===== config.mk =====
export PLATFORM = sky130hd
export DESIGN_NAME = rmdp_parser
export DESIGN_NICKNAME = d
export VERILOG_FILES = /design/src/common/rmdp_pkg.sv /design/src/common/rmdp_mode_if.sv /design/src/hdl/rmdp_fifo.sv /design/src/hdl/rmdp_parser.sv
export SDC_FILE = /design/constraint.sdc
export NUM_CORES = 1
export LEC_CHECK = 0
export BUFFER_PORTS_ARGS = -buffer_cell sky130_fd_sc_hd__buf_2
export CAP_MARGIN = 10
export CORE_AREA = 2 2 194 196
export CTS_CLUSTER_SIZE = 28
export DETAILED_ROUTE_END_ITERATION = 6
export DIE_AREA = 0 0 196 198
export PLACE_DENSITY = 0.79
export SLEW_MARGIN = 20
export SYNTH_ARGS = -nofsm -noshare
export SYNTH_HDL_FRONTEND = slang
export SYNTH_SLANG_ARGS = --single-unit

===== constraint.sdc =====
create_clock -name i_core_clk -period 9.35 [get_ports i_core_clk]
set_input_delay 1.87 -clock i_core_clk [delete_from_list [all_inputs] [get_ports i_core_clk]]
set_output_delay 1.87 -clock i_core_clk [all_outputs]
set_load 0.05 [all_outputs]

===== src/common/rmdp_pkg.sv =====
// Purpose: shared constants and types for the return mode descriptor parser
// Assumes: byte-wide input stream, one clock domain
// Notes:   field widths and byte counts shared by the parser live here; bit slices are coded in the parser
package rmdp_pkg;

  // ----------------------------------------------------------------
  // field widths
  // ----------------------------------------------------------------
  localparam int unsigned BYTE_W       = 8;   // stream byte width
  localparam int unsigned SCRAMBLE_W   = 18;  // scrambler seed selector width
  localparam int unsigned PUNCT_W      = 4;   // code rate pattern width
  localparam int unsigned MODSEL_W     = 5;   // modulation/spreading selector width
  localparam int unsigned SNR_W        = 7;   // signed half-dB limit width
  localparam int unsigned SCR_HI_W     = 2;   // seed bits carried in first seed byte

  // mode record layout pushed into the fifo:
  // {frame_group_id, seed, punct, modsel, slot_kind, valid, snr}
  localparam int unsigned MODE_W = BYTE_W + SCRAMBLE_W + PUNCT_W + MODSEL_W
                                   + BYTE_W + 1 + SNR_W;
  localparam int unsigned FIFO_DEPTH = 8;     // mode words buffered

  // ----------------------------------------------------------------
  // reset values and byte counts
  // ----------------------------------------------------------------
  localparam logic [7:0] CNT_ZERO      = 8'h00;  // cleared counters
  localparam logic [7:0] GROUP_HDR_LEN = 8'h05;  // id + 3 seed bytes + mode total
  localparam logic [7:0] MODE_LEN      = 8'h04;  // bytes in one mode entry
  localparam logic [7:0] ONE_BYTE      = 8'h01;  // unit step

  // ----------------------------------------------------------------
  // parser states
  // ----------------------------------------------------------------
  typedef enum logic [10:0] {
    RMDP_IDLE   = 11'h001,  // awaiting record type
    RMDP_LEN    = 11'h002,  // record byte count
    RMDP_LOOPS  = 11'h004,  // frame group loop total
    RMDP_FGID   = 11'h008,  // frame group identifier
    RMDP_SEED0  = 11'h010,  // 6 reserved + seed[17:16]
    RMDP_SEED1  = 11'h020,  // seed[15:8]
    RMDP_SEED2  = 11'h040,  // seed[7:0]
    RMDP_MCNT   = 11'h080,  // mode entry total
    RMDP_PUNCT  = 11'h100,  // 4 reserved + code rate pattern
    RMDP_MODSEL = 11'h200,  // 3 reserved + modulation selector
    RMDP_KIND   = 11'h400   // slot kind, then flag+limit byte follows
  } rmdp_state_e;

endpackage : rmdp_pkg


===== src/common/rmdp_mode_if.sv =====
// Purpose: carries mode records from the parser core into its fifo
// Assumes: single clock, valid/ready handshake
// Notes:   data is one packed mode record
`timescale 1ns/1ps
interface rmdp_mode_if;
  logic                       valid;  // record offered
  logic                       ready;  // record accepted
  logic [rmdp_pkg::MODE_W-1:0] data;  // packed mode record

  modport src (output valid, output data, input ready);
  modport snk (input valid, input data, output ready);
endinterface : rmdp_mode_if


===== src/hdl/rmdp_fifo.sv =====
// Purpose: small synchronous fifo for parsed mode records
// Assumes: one clock, asynchronous active-high reset
// Notes:   read data comes from a register; depth must be a power of two
`timescale 1ns/1ps
module rmdp_fifo #(
  parameter int unsigned WIDTH = 8,
  parameter int unsigned DEPTH = 8
) (
  // clock and reset
  input  wire logic             i_core_clk,
  input  wire logic             i_rst,
  // flush clears all content
  input  wire logic             i_flush,
  // fill side
  rmdp_mode_if.snk              wr,
  // drain side
  output logic                  o_valid,
  input  wire logic             i_ready,
  output logic [WIDTH-1:0]      o_data
);
  localparam int unsigned AW = $clog2(DEPTH);

  // ----------------------------------------------------------------
  // storage and pointers
  // ----------------------------------------------------------------
  logic [WIDTH-1:0] mem [DEPTH];  // entries
  logic [AW:0]      wptr;         // write pointer with wrap bit
  logic [AW:0]      rptr;         // read pointer with wrap bit
  logic [AW:0]      next_rptr;    // read pointer after a pop

  wire full  = (wptr[AW] != rptr[AW]) && (wptr[AW-1:0] == rptr[AW-1:0]);
  wire empty = (wptr == rptr);
  wire push  = wr.valid && !full;
  // output register refills whenever it is empty or being drained
  wire load  = !empty && (!o_valid || i_ready);

  assign wr.ready  = !full;
  assign next_rptr = rptr + {{AW{1'b0}}, 1'b1};

  // write port
  always_ff @(posedge i_core_clk)
  begin
    if (push)
      mem[wptr[AW-1:0]] <= wr.data;
  end

  // pointers and registered read data
  always_ff @(posedge i_core_clk or posedge i_rst)
  begin
    if (i_rst)
    begin
      wptr    <= '0;
      rptr    <= '0;
      o_valid <= 1'b0;
      o_data  <= '0;
    end
    else if (i_flush)
    begin
      wptr    <= '0;
      rptr    <= '0;
      o_valid <= 1'b0;
    end
    else
    begin
      if (push)
        wptr <= wptr + {{AW{1'b0}}, 1'b1};
      if (load)
      begin
        o_data  <= mem[rptr[AW-1:0]];
        o_valid <= 1'b1;
        rptr    <= next_rptr;
      end
      else if (i_ready)
        o_valid <= 1'b0;
    end
  end
endmodule : rmdp_fifo


===== src/hdl/rmdp_parser.sv =====
// Purpose: parse the return mode list descriptor from a byte stream
// Assumes: bytes are synchronous to i_core_clk, one per valid cycle
// Notes:   modes are buffered; a length mismatch discards the record's modes
//
// How it works
// - read type byte then record byte count
// - loop total sets number of frame groups
// - group id, 6 reserved, 18-bit seed
// - mode total sets inner entries per group
// - 4 reserved then 4-bit code rate
// - 3 reserved then 5-bit modulation selector
// - 8-bit slot content kind follows
// - 1-bit flag marks limit valid
// - 7-bit signed half-dB snr limit
// - limit ignored when flag is zero
// - list applies to continuous transmission only
// - reserved bits lead and are discarded
`timescale 1ns/1ps
module rmdp_parser (
  // clock and reset
  input  wire logic                         i_core_clk,
  input  wire logic                         i_rst,
  // incoming descriptor byte stream
  input  wire logic                         i_byte_valid,
  output logic                              o_byte_ready,
  input  wire logic [7:0]                   i_byte,
  // terminal state
  input  wire logic                         i_continuous_mode,
  // parsed mode output
  output logic                              o_mode_valid,
  input  wire logic                         i_mode_ready,
  output logic [7:0]                        o_frame_group_identifier,
  output logic [rmdp_pkg::SCRAMBLE_W-1:0]   o_scrambler_seed,
  output logic [rmdp_pkg::PUNCT_W-1:0]      o_code_rate,
  output logic [rmdp_pkg::MODSEL_W-1:0]     o_modulation_sel,
  output logic [7:0]                        o_slot_content_kind,
  output logic                              o_snr_limit_valid,
  output logic signed [rmdp_pkg::SNR_W-1:0] o_snr_limit_value,
  // record status
  output logic [7:0]                        o_record_type,
  output logic                              o_record_done,
  output logic                              o_length_error
);

  // ----------------------------------------------------------------
  // parser state
  // ----------------------------------------------------------------
  rmdp_pkg::rmdp_state_e state;        // current field
  rmdp_pkg::rmdp_state_e next_state;   // field after this byte
  logic                  snr_phase;    // last byte of a mode entry
  logic [7:0]            rec_len;      // record byte count
  logic [7:0]            consumed;     // bytes seen after the count
  logic [7:0]            groups_left;  // outer iterations remaining
  logic [7:0]            modes_left;   // inner iterations remaining
  logic [7:0]            fgid;         // current frame group identifier
  logic [rmdp_pkg::SCRAMBLE_W-1:0] seed; // current scrambler seed
  logic [rmdp_pkg::PUNCT_W-1:0]    punct;  // code rate of entry
  logic [rmdp_pkg::MODSEL_W-1:0]   modsel; // modulation of entry
  logic [7:0]            kind;         // slot kind of entry
  logic                  hold_ok;      // modes of this record still good
  logic                  gate_open;    // record released to the consumer

  // fifo link and its drain side
  rmdp_mode_if mode_link ();
  logic                           fifo_valid;  // record ready at fifo head
  logic [rmdp_pkg::MODE_W-1:0]    fifo_data;   // head record
  logic                           flush;       // drop buffered modes

  // ----------------------------------------------------------------
  // byte acceptance and decode
  // ----------------------------------------------------------------
  // the snr byte pushes a record, so it waits for fifo room
  assign o_byte_ready = !(snr_phase && !mode_link.ready);
  wire take      = i_byte_valid && o_byte_ready;
  wire in_body   = (state != rmdp_pkg::RMDP_IDLE) && (state != rmdp_pkg::RMDP_LEN);
  wire in_record = in_body || snr_phase;
  wire [7:0] consumed_n = consumed + rmdp_pkg::ONE_BYTE;
  // record ends on the last entry of the last group or when no loops remain
  wire last_mode = (modes_left == rmdp_pkg::ONE_BYTE);
  wire last_grp  = (groups_left == rmdp_pkg::ONE_BYTE);
  wire grp_end   = snr_phase && last_mode;
  wire rec_end   = take && ((snr_phase && last_mode && last_grp)
                 || (state == rmdp_pkg::RMDP_LOOPS && i_byte == rmdp_pkg::CNT_ZERO)
                 || (state == rmdp_pkg::RMDP_MCNT && i_byte == rmdp_pkg::CNT_ZERO
                     && last_grp));
  // loops must consume exactly the byte count
  wire len_bad   = (consumed_n != rec_len);
  // also bad if the count runs out before the loops end
  wire overrun   = take && in_record && !rec_end && (consumed_n == rec_len);

  // flag bit at msb, signed limit below it; limit forced to zero when unflagged
  wire       snr_flag = i_byte[7];
  wire [6:0] snr_val  = snr_flag ? i_byte[6:0] : 7'h00;

  // record pushed on the final byte of each entry while hold_ok is set, only in continuous mode
  assign mode_link.valid = take && snr_phase && hold_ok && i_continuous_mode;
  assign mode_link.data  = {fgid, seed, punct, modsel, kind, snr_flag, snr_val};

  // ----------------------------------------------------------------
  // next field selection
  // ----------------------------------------------------------------
  always_comb
  begin
    next_state = state;
    case (state)
      rmdp_pkg::RMDP_IDLE:   next_state = rmdp_pkg::RMDP_LEN;
      rmdp_pkg::RMDP_LEN:    next_state = rmdp_pkg::RMDP_LOOPS;
      rmdp_pkg::RMDP_LOOPS:
        next_state = (i_byte == rmdp_pkg::CNT_ZERO) ? rmdp_pkg::RMDP_IDLE
                                                    : rmdp_pkg::RMDP_FGID;
      rmdp_pkg::RMDP_FGID:   next_state = rmdp_pkg::RMDP_SEED0;
      rmdp_pkg::RMDP_SEED0:  next_state = rmdp_pkg::RMDP_SEED1;
      rmdp_pkg::RMDP_SEED1:  next_state = rmdp_pkg::RMDP_SEED2;
      rmdp_pkg::RMDP_SEED2:  next_state = rmdp_pkg::RMDP_MCNT;
      rmdp_pkg::RMDP_MCNT:
        if (i_byte != rmdp_pkg::CNT_ZERO)
          next_state = rmdp_pkg::RMDP_PUNCT;
        else if (last_grp)
          next_state = rmdp_pkg::RMDP_IDLE;
        else
          next_state = rmdp_pkg::RMDP_FGID;
      rmdp_pkg::RMDP_PUNCT:  next_state = rmdp_pkg::RMDP_MODSEL;
      rmdp_pkg::RMDP_MODSEL: next_state = rmdp_pkg::RMDP_KIND;
      rmdp_pkg::RMDP_KIND:   next_state = rmdp_pkg::RMDP_KIND;   // snr byte next
      default:               next_state = rmdp_pkg::RMDP_IDLE;
    endcase
  end

  // ----------------------------------------------------------------
  // state and loop counters
  // ----------------------------------------------------------------
  // the snr byte is a sub-phase of the kind state to keep the enum one-hot
  always_ff @(posedge i_core_clk or posedge i_rst)
  begin
    if (i_rst)
    begin
      state       <= rmdp_pkg::RMDP_IDLE;
      snr_phase   <= 1'b0;
      groups_left <= rmdp_pkg::CNT_ZERO;
      modes_left  <= rmdp_pkg::CNT_ZERO;
    end
    else if (take)
    begin
      if (snr_phase)
      begin
        // end of one mode entry
        snr_phase  <= 1'b0;
        modes_left <= modes_left - rmdp_pkg::ONE_BYTE;
        if (grp_end)
        begin
          groups_left <= groups_left - rmdp_pkg::ONE_BYTE;
          state <= last_grp ? rmdp_pkg::RMDP_IDLE : rmdp_pkg::RMDP_FGID;
        end
        else
          state <= rmdp_pkg::RMDP_PUNCT;
      end
      else if (state == rmdp_pkg::RMDP_KIND)
        snr_phase <= 1'b1;
      else
      begin
        state <= next_state;
        if (state == rmdp_pkg::RMDP_LOOPS)
          groups_left <= i_byte;
        if (state == rmdp_pkg::RMDP_MCNT)
        begin
          modes_left <= i_byte;
          if (i_byte == rmdp_pkg::CNT_ZERO)
            groups_left <= groups_left - rmdp_pkg::ONE_BYTE;
        end
      end
    end
  end

  // ----------------------------------------------------------------
  // field capture; reserved high bits are dropped unchecked
  // ----------------------------------------------------------------
  always_ff @(posedge i_core_clk or posedge i_rst)
  begin
    if (i_rst)
    begin
      o_record_type <= rmdp_pkg::CNT_ZERO;
      rec_len       <= rmdp_pkg::CNT_ZERO;
      fgid          <= rmdp_pkg::CNT_ZERO;
      seed          <= '0;
      punct         <= '0;
      modsel        <= '0;
      kind          <= rmdp_pkg::CNT_ZERO;
    end
    else if (take && !snr_phase)
    begin
      case (state)
        rmdp_pkg::RMDP_IDLE:   o_record_type <= i_byte;
        rmdp_pkg::RMDP_LEN:    rec_len <= i_byte;
        rmdp_pkg::RMDP_FGID:   fgid <= i_byte;
        rmdp_pkg::RMDP_SEED0:  seed[17:16] <= i_byte[rmdp_pkg::SCR_HI_W-1:0];
        rmdp_pkg::RMDP_SEED1:  seed[15:8] <= i_byte;
        rmdp_pkg::RMDP_SEED2:  seed[7:0] <= i_byte;
        rmdp_pkg::RMDP_PUNCT:  punct <= i_byte[3:0];
        rmdp_pkg::RMDP_MODSEL: modsel <= i_byte[4:0];
        rmdp_pkg::RMDP_KIND:   kind <= i_byte;
        default:               ;
      endcase
    end
  end

  // ----------------------------------------------------------------
  // length accounting and release
  // ----------------------------------------------------------------
  // modes sit in the fifo until the record closes with a good count,
  // so a bad record never reaches the consumer
  always_ff @(posedge i_core_clk or posedge i_rst)
  begin
    if (i_rst)
    begin
      consumed       <= rmdp_pkg::CNT_ZERO;
      hold_ok        <= 1'b1;
      gate_open      <= 1'b0;
      o_record_done  <= 1'b0;
      o_length_error <= 1'b0;
      flush          <= 1'b0;
    end
    else
    begin
      o_record_done <= rec_end;
      flush         <= 1'b0;
      if (take && state == rmdp_pkg::RMDP_IDLE && !snr_phase)
      begin
        // new record: clear accounting and the error shown for the last
        consumed       <= rmdp_pkg::CNT_ZERO;
        hold_ok        <= 1'b1;
        o_length_error <= 1'b0;
      end
      else if (take && in_record)
        consumed <= consumed_n;
      if (overrun)
        hold_ok <= 1'b0;
      if (rec_end)
      begin
        if (len_bad || !hold_ok)
        begin
          o_length_error <= 1'b1;
          flush          <= 1'b1;
          gate_open      <= 1'b0;
        end
        else
          gate_open <= 1'b1;
      end
      else if (take && state == rmdp_pkg::RMDP_IDLE && !snr_phase)
        gate_open <= 1'b0;
    end
  end

  // ----------------------------------------------------------------
  // mode buffer
  // ----------------------------------------------------------------
  rmdp_fifo #(
    .WIDTH (rmdp_pkg::MODE_W),
    .DEPTH (rmdp_pkg::FIFO_DEPTH)
  ) u_fifo (
    .i_core_clk (i_core_clk),
    .i_rst      (i_rst),
    .i_flush    (flush),
    .wr         (mode_link),
    .o_valid    (fifo_valid),
    .i_ready    (i_mode_ready && gate_open),
    .o_data     (fifo_data)
  );

  // fields of the head record; valid only once the record is released
  assign o_mode_valid = fifo_valid && gate_open;
  assign {o_frame_group_identifier, o_scrambler_seed, o_code_rate, o_modulation_sel,
          o_slot_content_kind, o_snr_limit_valid, o_snr_limit_value} = fifo_data;

endmodule : rmdp_parser


==> results.yml, run 1 <==
run_status:
  status: "complete, no violations"
worst_hold_path:
  holdCritPathClass: "reg2reg"
  holdPathStages: 2
  hold_path.startpoint: "u_fifo.o_data[19]"
  min_to: "u_fifo.o_data[19]"
clocking:
  cts_hold_buf: 0
  cts_resized: 0
  cts_setup_buffers: 0
  ctsHtreeMaxLevel: 2
  cts_made_buffers: 54
  cts_root_buffer: "clkbuf_16"
  cts_tree: "done"
  cts_sinks: 568
  clk_pin_slew_ns: 0.06
  clk_path_buf_depth: 3
  clock_latency_ns: 0.58
placed_design:
  dp_hpwl_mm: 24.20
  portBuffers: 75
  gp_congestion: 0.8780
floorplanning:
  die_w_microns: 196
  fp.dieH_microns: 198
  ios: 76
  initial_core_util: 0.6102
  core-area_sq_um: 36960
  die_area_sq_um: 38810
  rows: 71
setup_path:
  crit_buf_inv: 1
  r2r_slack_ns: 5.79
  critPathLaunch: "u_fifo.rptr[0]"
  cp-start-kind: "flop"
  crit_path_end_kind: "output pin"
  path_cells: "xor2_1 -> nor4_4 -> nand2_1 -> buf_2"
  r2r_cells: 5
  slowest_stage: "dfrtp_4"
  cp_top_family: "flip-flops"
  arrival_ns: 2.70
  r2r_end: "u_fifo.mem[6][30]"
  rr_startpoint: "u_fifo.rptr[0]"
  crit_type: "reg2out"
  crit_required_ns: 7.48
  slowest_delay_ns: 0.93
  worstPathMaxFanout: 37
flow_run:
  max-cap-violations: 0
timing:
  tns_ns: 0
  fin_crit_ns: 4.574
  finalSetupViolations: 0
  skew_ns: 0.02023
  drv_slew: 0
  tightest_slew_ns: 1.161
  hold_viol: 0
  slew_headroom: 0.2260
  fin_crit_sh: 0.4892
  hold_slack_ns: 0.4700
  max_freq_mhz: 218.6
  grt_setup_unrepaired: "false"
synthesis:
  yosysWarnings: 0
  syn_nets: 1321
  yosys_register_bits: 568
  netlist_top_cells_area: "edfxtp_1 54%, dfrtp_1 18%, mux4_2 10%, mux2i_1 2.4%, mux2_2 2.3%"
  syn-instance-count: 1301
  synthesis.area_sq_um: 22550
  async_reset_ff_frac: 0.2817
  yosys.area.top_type: "edfxtp_1"
  syn_avg_cell_area_sq_um: 17.33
  yosysMostFrequentCell: "edfxtp_1"
  synth_ff_type: "edfxtp_1"
  synth_edf_count: 408
  synth-seq-area-share: 0.7210
  yosys.area.top_type_share: 0.5433
  synth_commonest_cells: "408 x edfxtp_1, 158 x dfrtp_1, 114 x nand2_1"
  synth_cell_types: 66
route:
  drt-wirelength-per-cell_microns: 24.76
  ant_nets: 0
  vias_per_cell: 6.294
  drc: 0
  dr.first_iter.drc_count: 929
  via_count: 11921
  firstDrtPassIters: 5
  totalWireLength_mm: 46.89
global_route:
  grt_max_degree: 108
  grt_pass1_vias: 12024
  gr-total-overflow: 0
  antenna_found_initial: 0
  grtUsageTotal: 0.2489
  grt_first_pass_wirelength_mm: 71.98
cells_and_area:
  drive_gt1_frac: 0.2465
  antennaDiodeCount: 0
  utilization: 0.6843
  syn2layout_area_growth_pct: 12.15
  fin_nets: 1394
pwr:
  p_comb_frac: 0.262
  switching_share: 0.3208
  p_int_w: 0.005207
  finalPower_w: 0.007667
  p_sw_w: 0.002460
  pwr-share-clk: 0.297
  power_density_nw_per_um2: 303.2
  seqPwrFrac: 0.441
  power_leakage_nw: 9.328
  ir_drop_mv: 0.2010
==> area by class of cell <==
class | count | area (sq um)
clock buffers | 81 | 1597
clock inverters | 21 | 291.5
fillers | 2296 | 11670
inverters | 12 | 52.55
multi-input cells | 649 | 6006
flip-flops and latches | 568 | 16270
well taps | 474 | 593.1
repair buffers | 89 | 480.5
==> metrics by stage <==
stage,cells,cell area [sq um],worst slack [ns]
after detailed placement,1792,23400,4.889
after floorplan,1301,22550,1.240
final,1894,25290,4.776
after global routing,1894,25290,4.584
after CTS,1894,25290,4.728
after global placement,1792,23400,4.945
==> routing by layer <==
metal | track usage | vias to the layer above | share of wire
li1 | - | 5205 | -
met1 | 0.3304 | 6176 | 0.40
met2 | 0.4231 | 450 | 0.51
met3 | 0.04633 | 90 | 0.063
met4 | 0.08137 | 0 | 0.028
met5 | 0 | - | 0
==> sequential cells by signal (all words and copies together), names as in the netlist, 4 cells and up <==
register and count:
punct 4, rec_len 8, state 11, modsel 5, u_fifo.o_data 51, modes_left 8
fgid 8, groups_left 8, u_fifo.wptr 4, u_fifo.rptr 4, seed 18, o_record_type 8
kind 8, consumed 8, u_fifo.mem 408
==> tightest hold or removal path, delay by kind of cell (launching register included) <==
family,cells,cell delay [ns]
AO/OA/AOI/OAI,1,0.05
flip-flops,1,0.34
AND/OR/NAND/NOR,1,0.04
==> kinds of logic after synthesis <==
kind of cell,synth area share
DFF,0.7210
and+or+nand+nor,0.05887
muxes,0.1489
AOI/OAI and AO/OA,0.04150
buffers and inverters,0.01542
xor gates and xnor gates,0.01049
adders and majority gates,0.003884
==> power groups by stage <==
stage	Combinational (W)	Clock (W)	Sequential (W)
floorplan	0.00125	0	0.00368
global placement	0.00197	0	0.00340
detailed placement	0.00201	0	0.00343
CTS	0.00203	0.00230	0.00338
global route	0.00217	0.00241	0.00343
finish	0.00201	0.00228	0.00338
==> how the worst max path moves through the flow <==
stage | slack, ns | to | cells past startpoint
floorplan | 1.24 | u_fifo.mem[7][0] | 2
global placement | 4.94 | u_fifo.mem[6][27] | 5
detailed placement | 4.89 | u_fifo.mem[6][27] | 5
CTS | 4.73 | o_byte_ready | 4
global route | 4.58 | o_byte_ready | 4
finish | 4.78 | o_byte_ready | 4
==> layout by cell type (no fill, tap or decap), types with 20 or more instances in the layout <==
master and instances:
o21ai_0 78, mux4_2 102, mux2i_1 53, nor2_1 38
a21oi_1 20, buf_2 75, mux2_2 47, nand2_1 114
dfrtp_1 155, clkbuf_16 57, edfxtp_1 408
(Power assumes the default switching activity.)
==> run 2: changes to the inputs <==
--- a/config.mk
+++ b/config.mk
@@ -7,11 +7,11 @@
 export LEC_CHECK = 0
 export BUFFER_PORTS_ARGS = -buffer_cell sky130_fd_sc_hd__buf_2
 export CAP_MARGIN = 10
-export CORE_AREA = 2 2 194 196
+export CORE_AREA = 2 2 204 206
 export CTS_CLUSTER_SIZE = 28
 export DETAILED_ROUTE_END_ITERATION = 6
-export DIE_AREA = 0 0 196 198
-export PLACE_DENSITY = 0.79
+export DIE_AREA = 0 0 206 208
+export PLACE_DENSITY = 0.75
 export SLEW_MARGIN = 20
 export SYNTH_ARGS = -nofsm -noshare
 export SYNTH_HDL_FRONTEND = slang
==> constraint.sdc (replaced) <==
create_clock -name i_core_clk -period 3.82 [get_ports i_core_clk]
set_input_delay 0.764 -clock i_core_clk [delete_from_list [all_inputs] [get_ports i_core_clk]]
set_output_delay 0.764 -clock i_core_clk [all_outputs]
set_load 0.05 [all_outputs]
==> results.yml, run 2 (synthesis results as in run 1) <==
route:
  totalWireLength_mm: 46.81
  firstDrtPassIters: 5
  vias_per_cell: 6.036
  via_count: 11884
  drc: 0
  dr.first_iter.drc_count: 1034
  ant_nets: 0
  drt-wirelength-per-cell_microns: 23.77
pwr:
  pwr-share-clk: 0.291
  p_sw_w: 0.006067
  power_density_nw_per_um2: 729.1
  ir_drop_mv: 0.6275
  switching_share: 0.3254
  p_comb_frac: 0.274
  seqPwrFrac: 0.435
  power_leakage_nw: 9.422
  finalPower_w: 0.01865
  p_int_w: 0.01258
setup_path:
  crit_type: "reg2out"
  worstPathMaxFanout: 9
  arrival_ns: 2.46
  rr_startpoint: "u_fifo.wptr[1]"
  crit_required_ns: 3.06
  slowest_delay_ns: 0.69
  critPathLaunch: "u_fifo.wptr[1]"
  crit_path_end_kind: "output pin"
  path_cells: "xor2_1 -> nor4_4 -> nand2_1 -> buf_2"
  slowest_stage: "nor4_4"
  cp_top_family: "simple AND/OR/NAND/NOR gates"
  cp_num_cells: 4
  crit_buf_inv: 1
  cp-start-kind: "flop"
  r2r_cells: 6
global_route:
  antenna_found_initial: 0
  grt_first_pass_wirelength_mm: 73.16
  grt_pass1_vias: 12384
  grtUsageTotal: 0.2278
  grt_max_degree: 106
  gr-total-overflow: 0
cells_and_area:
  final_common_cell: "edfxtp_1"
  largest_register_ffs: 408
  design_area_sq_um: 25570
  syn2layout_area_growth_pct: 13.41
  drive_gt1_frac: 0.2568
  antennaDiodeCount: 0
  final_cell_mix: "408 x edfxtp_1, 155 x dfrtp_1, 114 x nand2_1, 102 x mux4_2, 78 x o21ai_0"
  fillerInstances: 2761
  fin_nets: 1411
clocking:
  cts_sinks: 568
  ctsHtreeMaxLevel: 2
  cts_tree: "done"
  cts_made_buffers: 55
  clk_path_buf_depth: 3
  cts_resized: 0
  cts_root_buffer: "clkbuf_16"
  clock_latency_ns: 0.60
  cts_setup_buffers: 0
  clk_pin_slew_ns: 0.06
  cts_hold_buf: 0
placed_design:
  placed_area_sq_um: 23740
  dp_hpwl_mm: 26.09
  pre_cts_slack_ns: 0.8209
  portBuffers: 75
  gp_congestion: 0.8701
floorplanning:
  fp.dieH_microns: 208
  rows: 74
  die_w_microns: 206
  initial_core_util: 0.5561
  die_area_sq_um: 42850
  ios: 76
  core-area_sq_um: 40550
timing:
  grt_setup_unrepaired: "false"
  setup_ws_ns: 0.5997
  skew_ns: 0.01310
  hold_viol: 0
  slew_headroom: 0.3242
  tightest_slew_ns: 1.014
  finalSetupViolations: 0
  max_freq_mhz: 310.5
  fin_crit_sh: 0.8430
  hold_slack_ns: 0.3528
  fin_crit_ns: 3.220
  drv_slew: 0
worst_hold_path:
  holdCritPathClass: "in2async"
run_status:
  status: "complete, no violations"
flow_run:
  max-cap-violations: 0
## run 2: cell types whose count changed in the layout (fill, tap and decap cells not counted), moves of 2 or more
| cell | previous run | this run |
|---|---|---|
| buf_4 | 14 | 20 |
| buf_12 | 0 | 10 |
| clkinv_8 | 0 | 2 |
| clkinv_2 | 7 | 10 |
| nor3_4 | 0 | 2 |
| bufinv_16 | 7 | 4 |
| clkbuf_8 | 8 | 12 |
| clkbuf_16 | 57 | 55 |
| nor3_2 | 2 | 0 |
## run 2: power groups by stage
stage / combinational, W / clock (W) / sequential, W
floorplan: 0.00308 / 0 / 0.00901
global placement: 0.00507 / 0 / 0.00817
detailed placement: 0.00517 / 0 / 0.00822
CTS: 0.00519 / 0.00554 / 0.00810
global route: 0.00553 / 0.00577 / 0.00821
finish: 0.00510 / 0.00543 / 0.00811
## run 2: worst paths after layout
path / end / slack (ns)
worst max-delay path: o_byte_ready / 0.60
max in group asynchronous: u_fifo.o_data[5] / 2.62
min in group i_core_clk: o_record_type[3] / 0.47
worst min-delay path: o_record_type[4] / 0.35
worst max register to register: groups_left[0] / 0.83
worst min register to register: o_record_type[3] / 0.47
## run 2: per-stage QoR
stage	util	setup TNS, ns	std cells
after global placement	0.5853	0	1866
after CTS	0.6306	0	1969
after floorplan	-	-34.48	1301
final	0.6306	0	1969
after detailed placement	0.5853	0	1866
after global routing	0.6306	0	1969
## run 2: layout make-up
| cell class | instances | area [sq um] | share of cell area |
|---|---|---|---|
| Inverter | 12 | 48.80 | 0.001908 |
| Clock buffer | 82 | 1598 | 0.06248 |
| Tap cell | 532 | 665.6 | 0.02603 |
| Timing Repair Buffer | 105 | 725.7 | 0.02838 |
| Sequential cell | 568 | 16270 | 0.6362 |
| Multi-Input combinational cell | 649 | 6027 | 0.2357 |
| Clock inverter | 21 | 239.0 | 0.009345 |
## run 2: layer usage
metal | part of all wire | routed length, microns | vias up | track usage
met2 | 0.51 | 23770 | 418 | 0.3772
li1 | - | - | 5237 | -
met1 | 0.41 | 19200 | 6162 | 0.3179
met3 | 0.062 | 2903 | 67 | 0.03587
met5 | 0 | 0 | - | 0
met4 | 0.020 | 937 | 0 | 0.06281
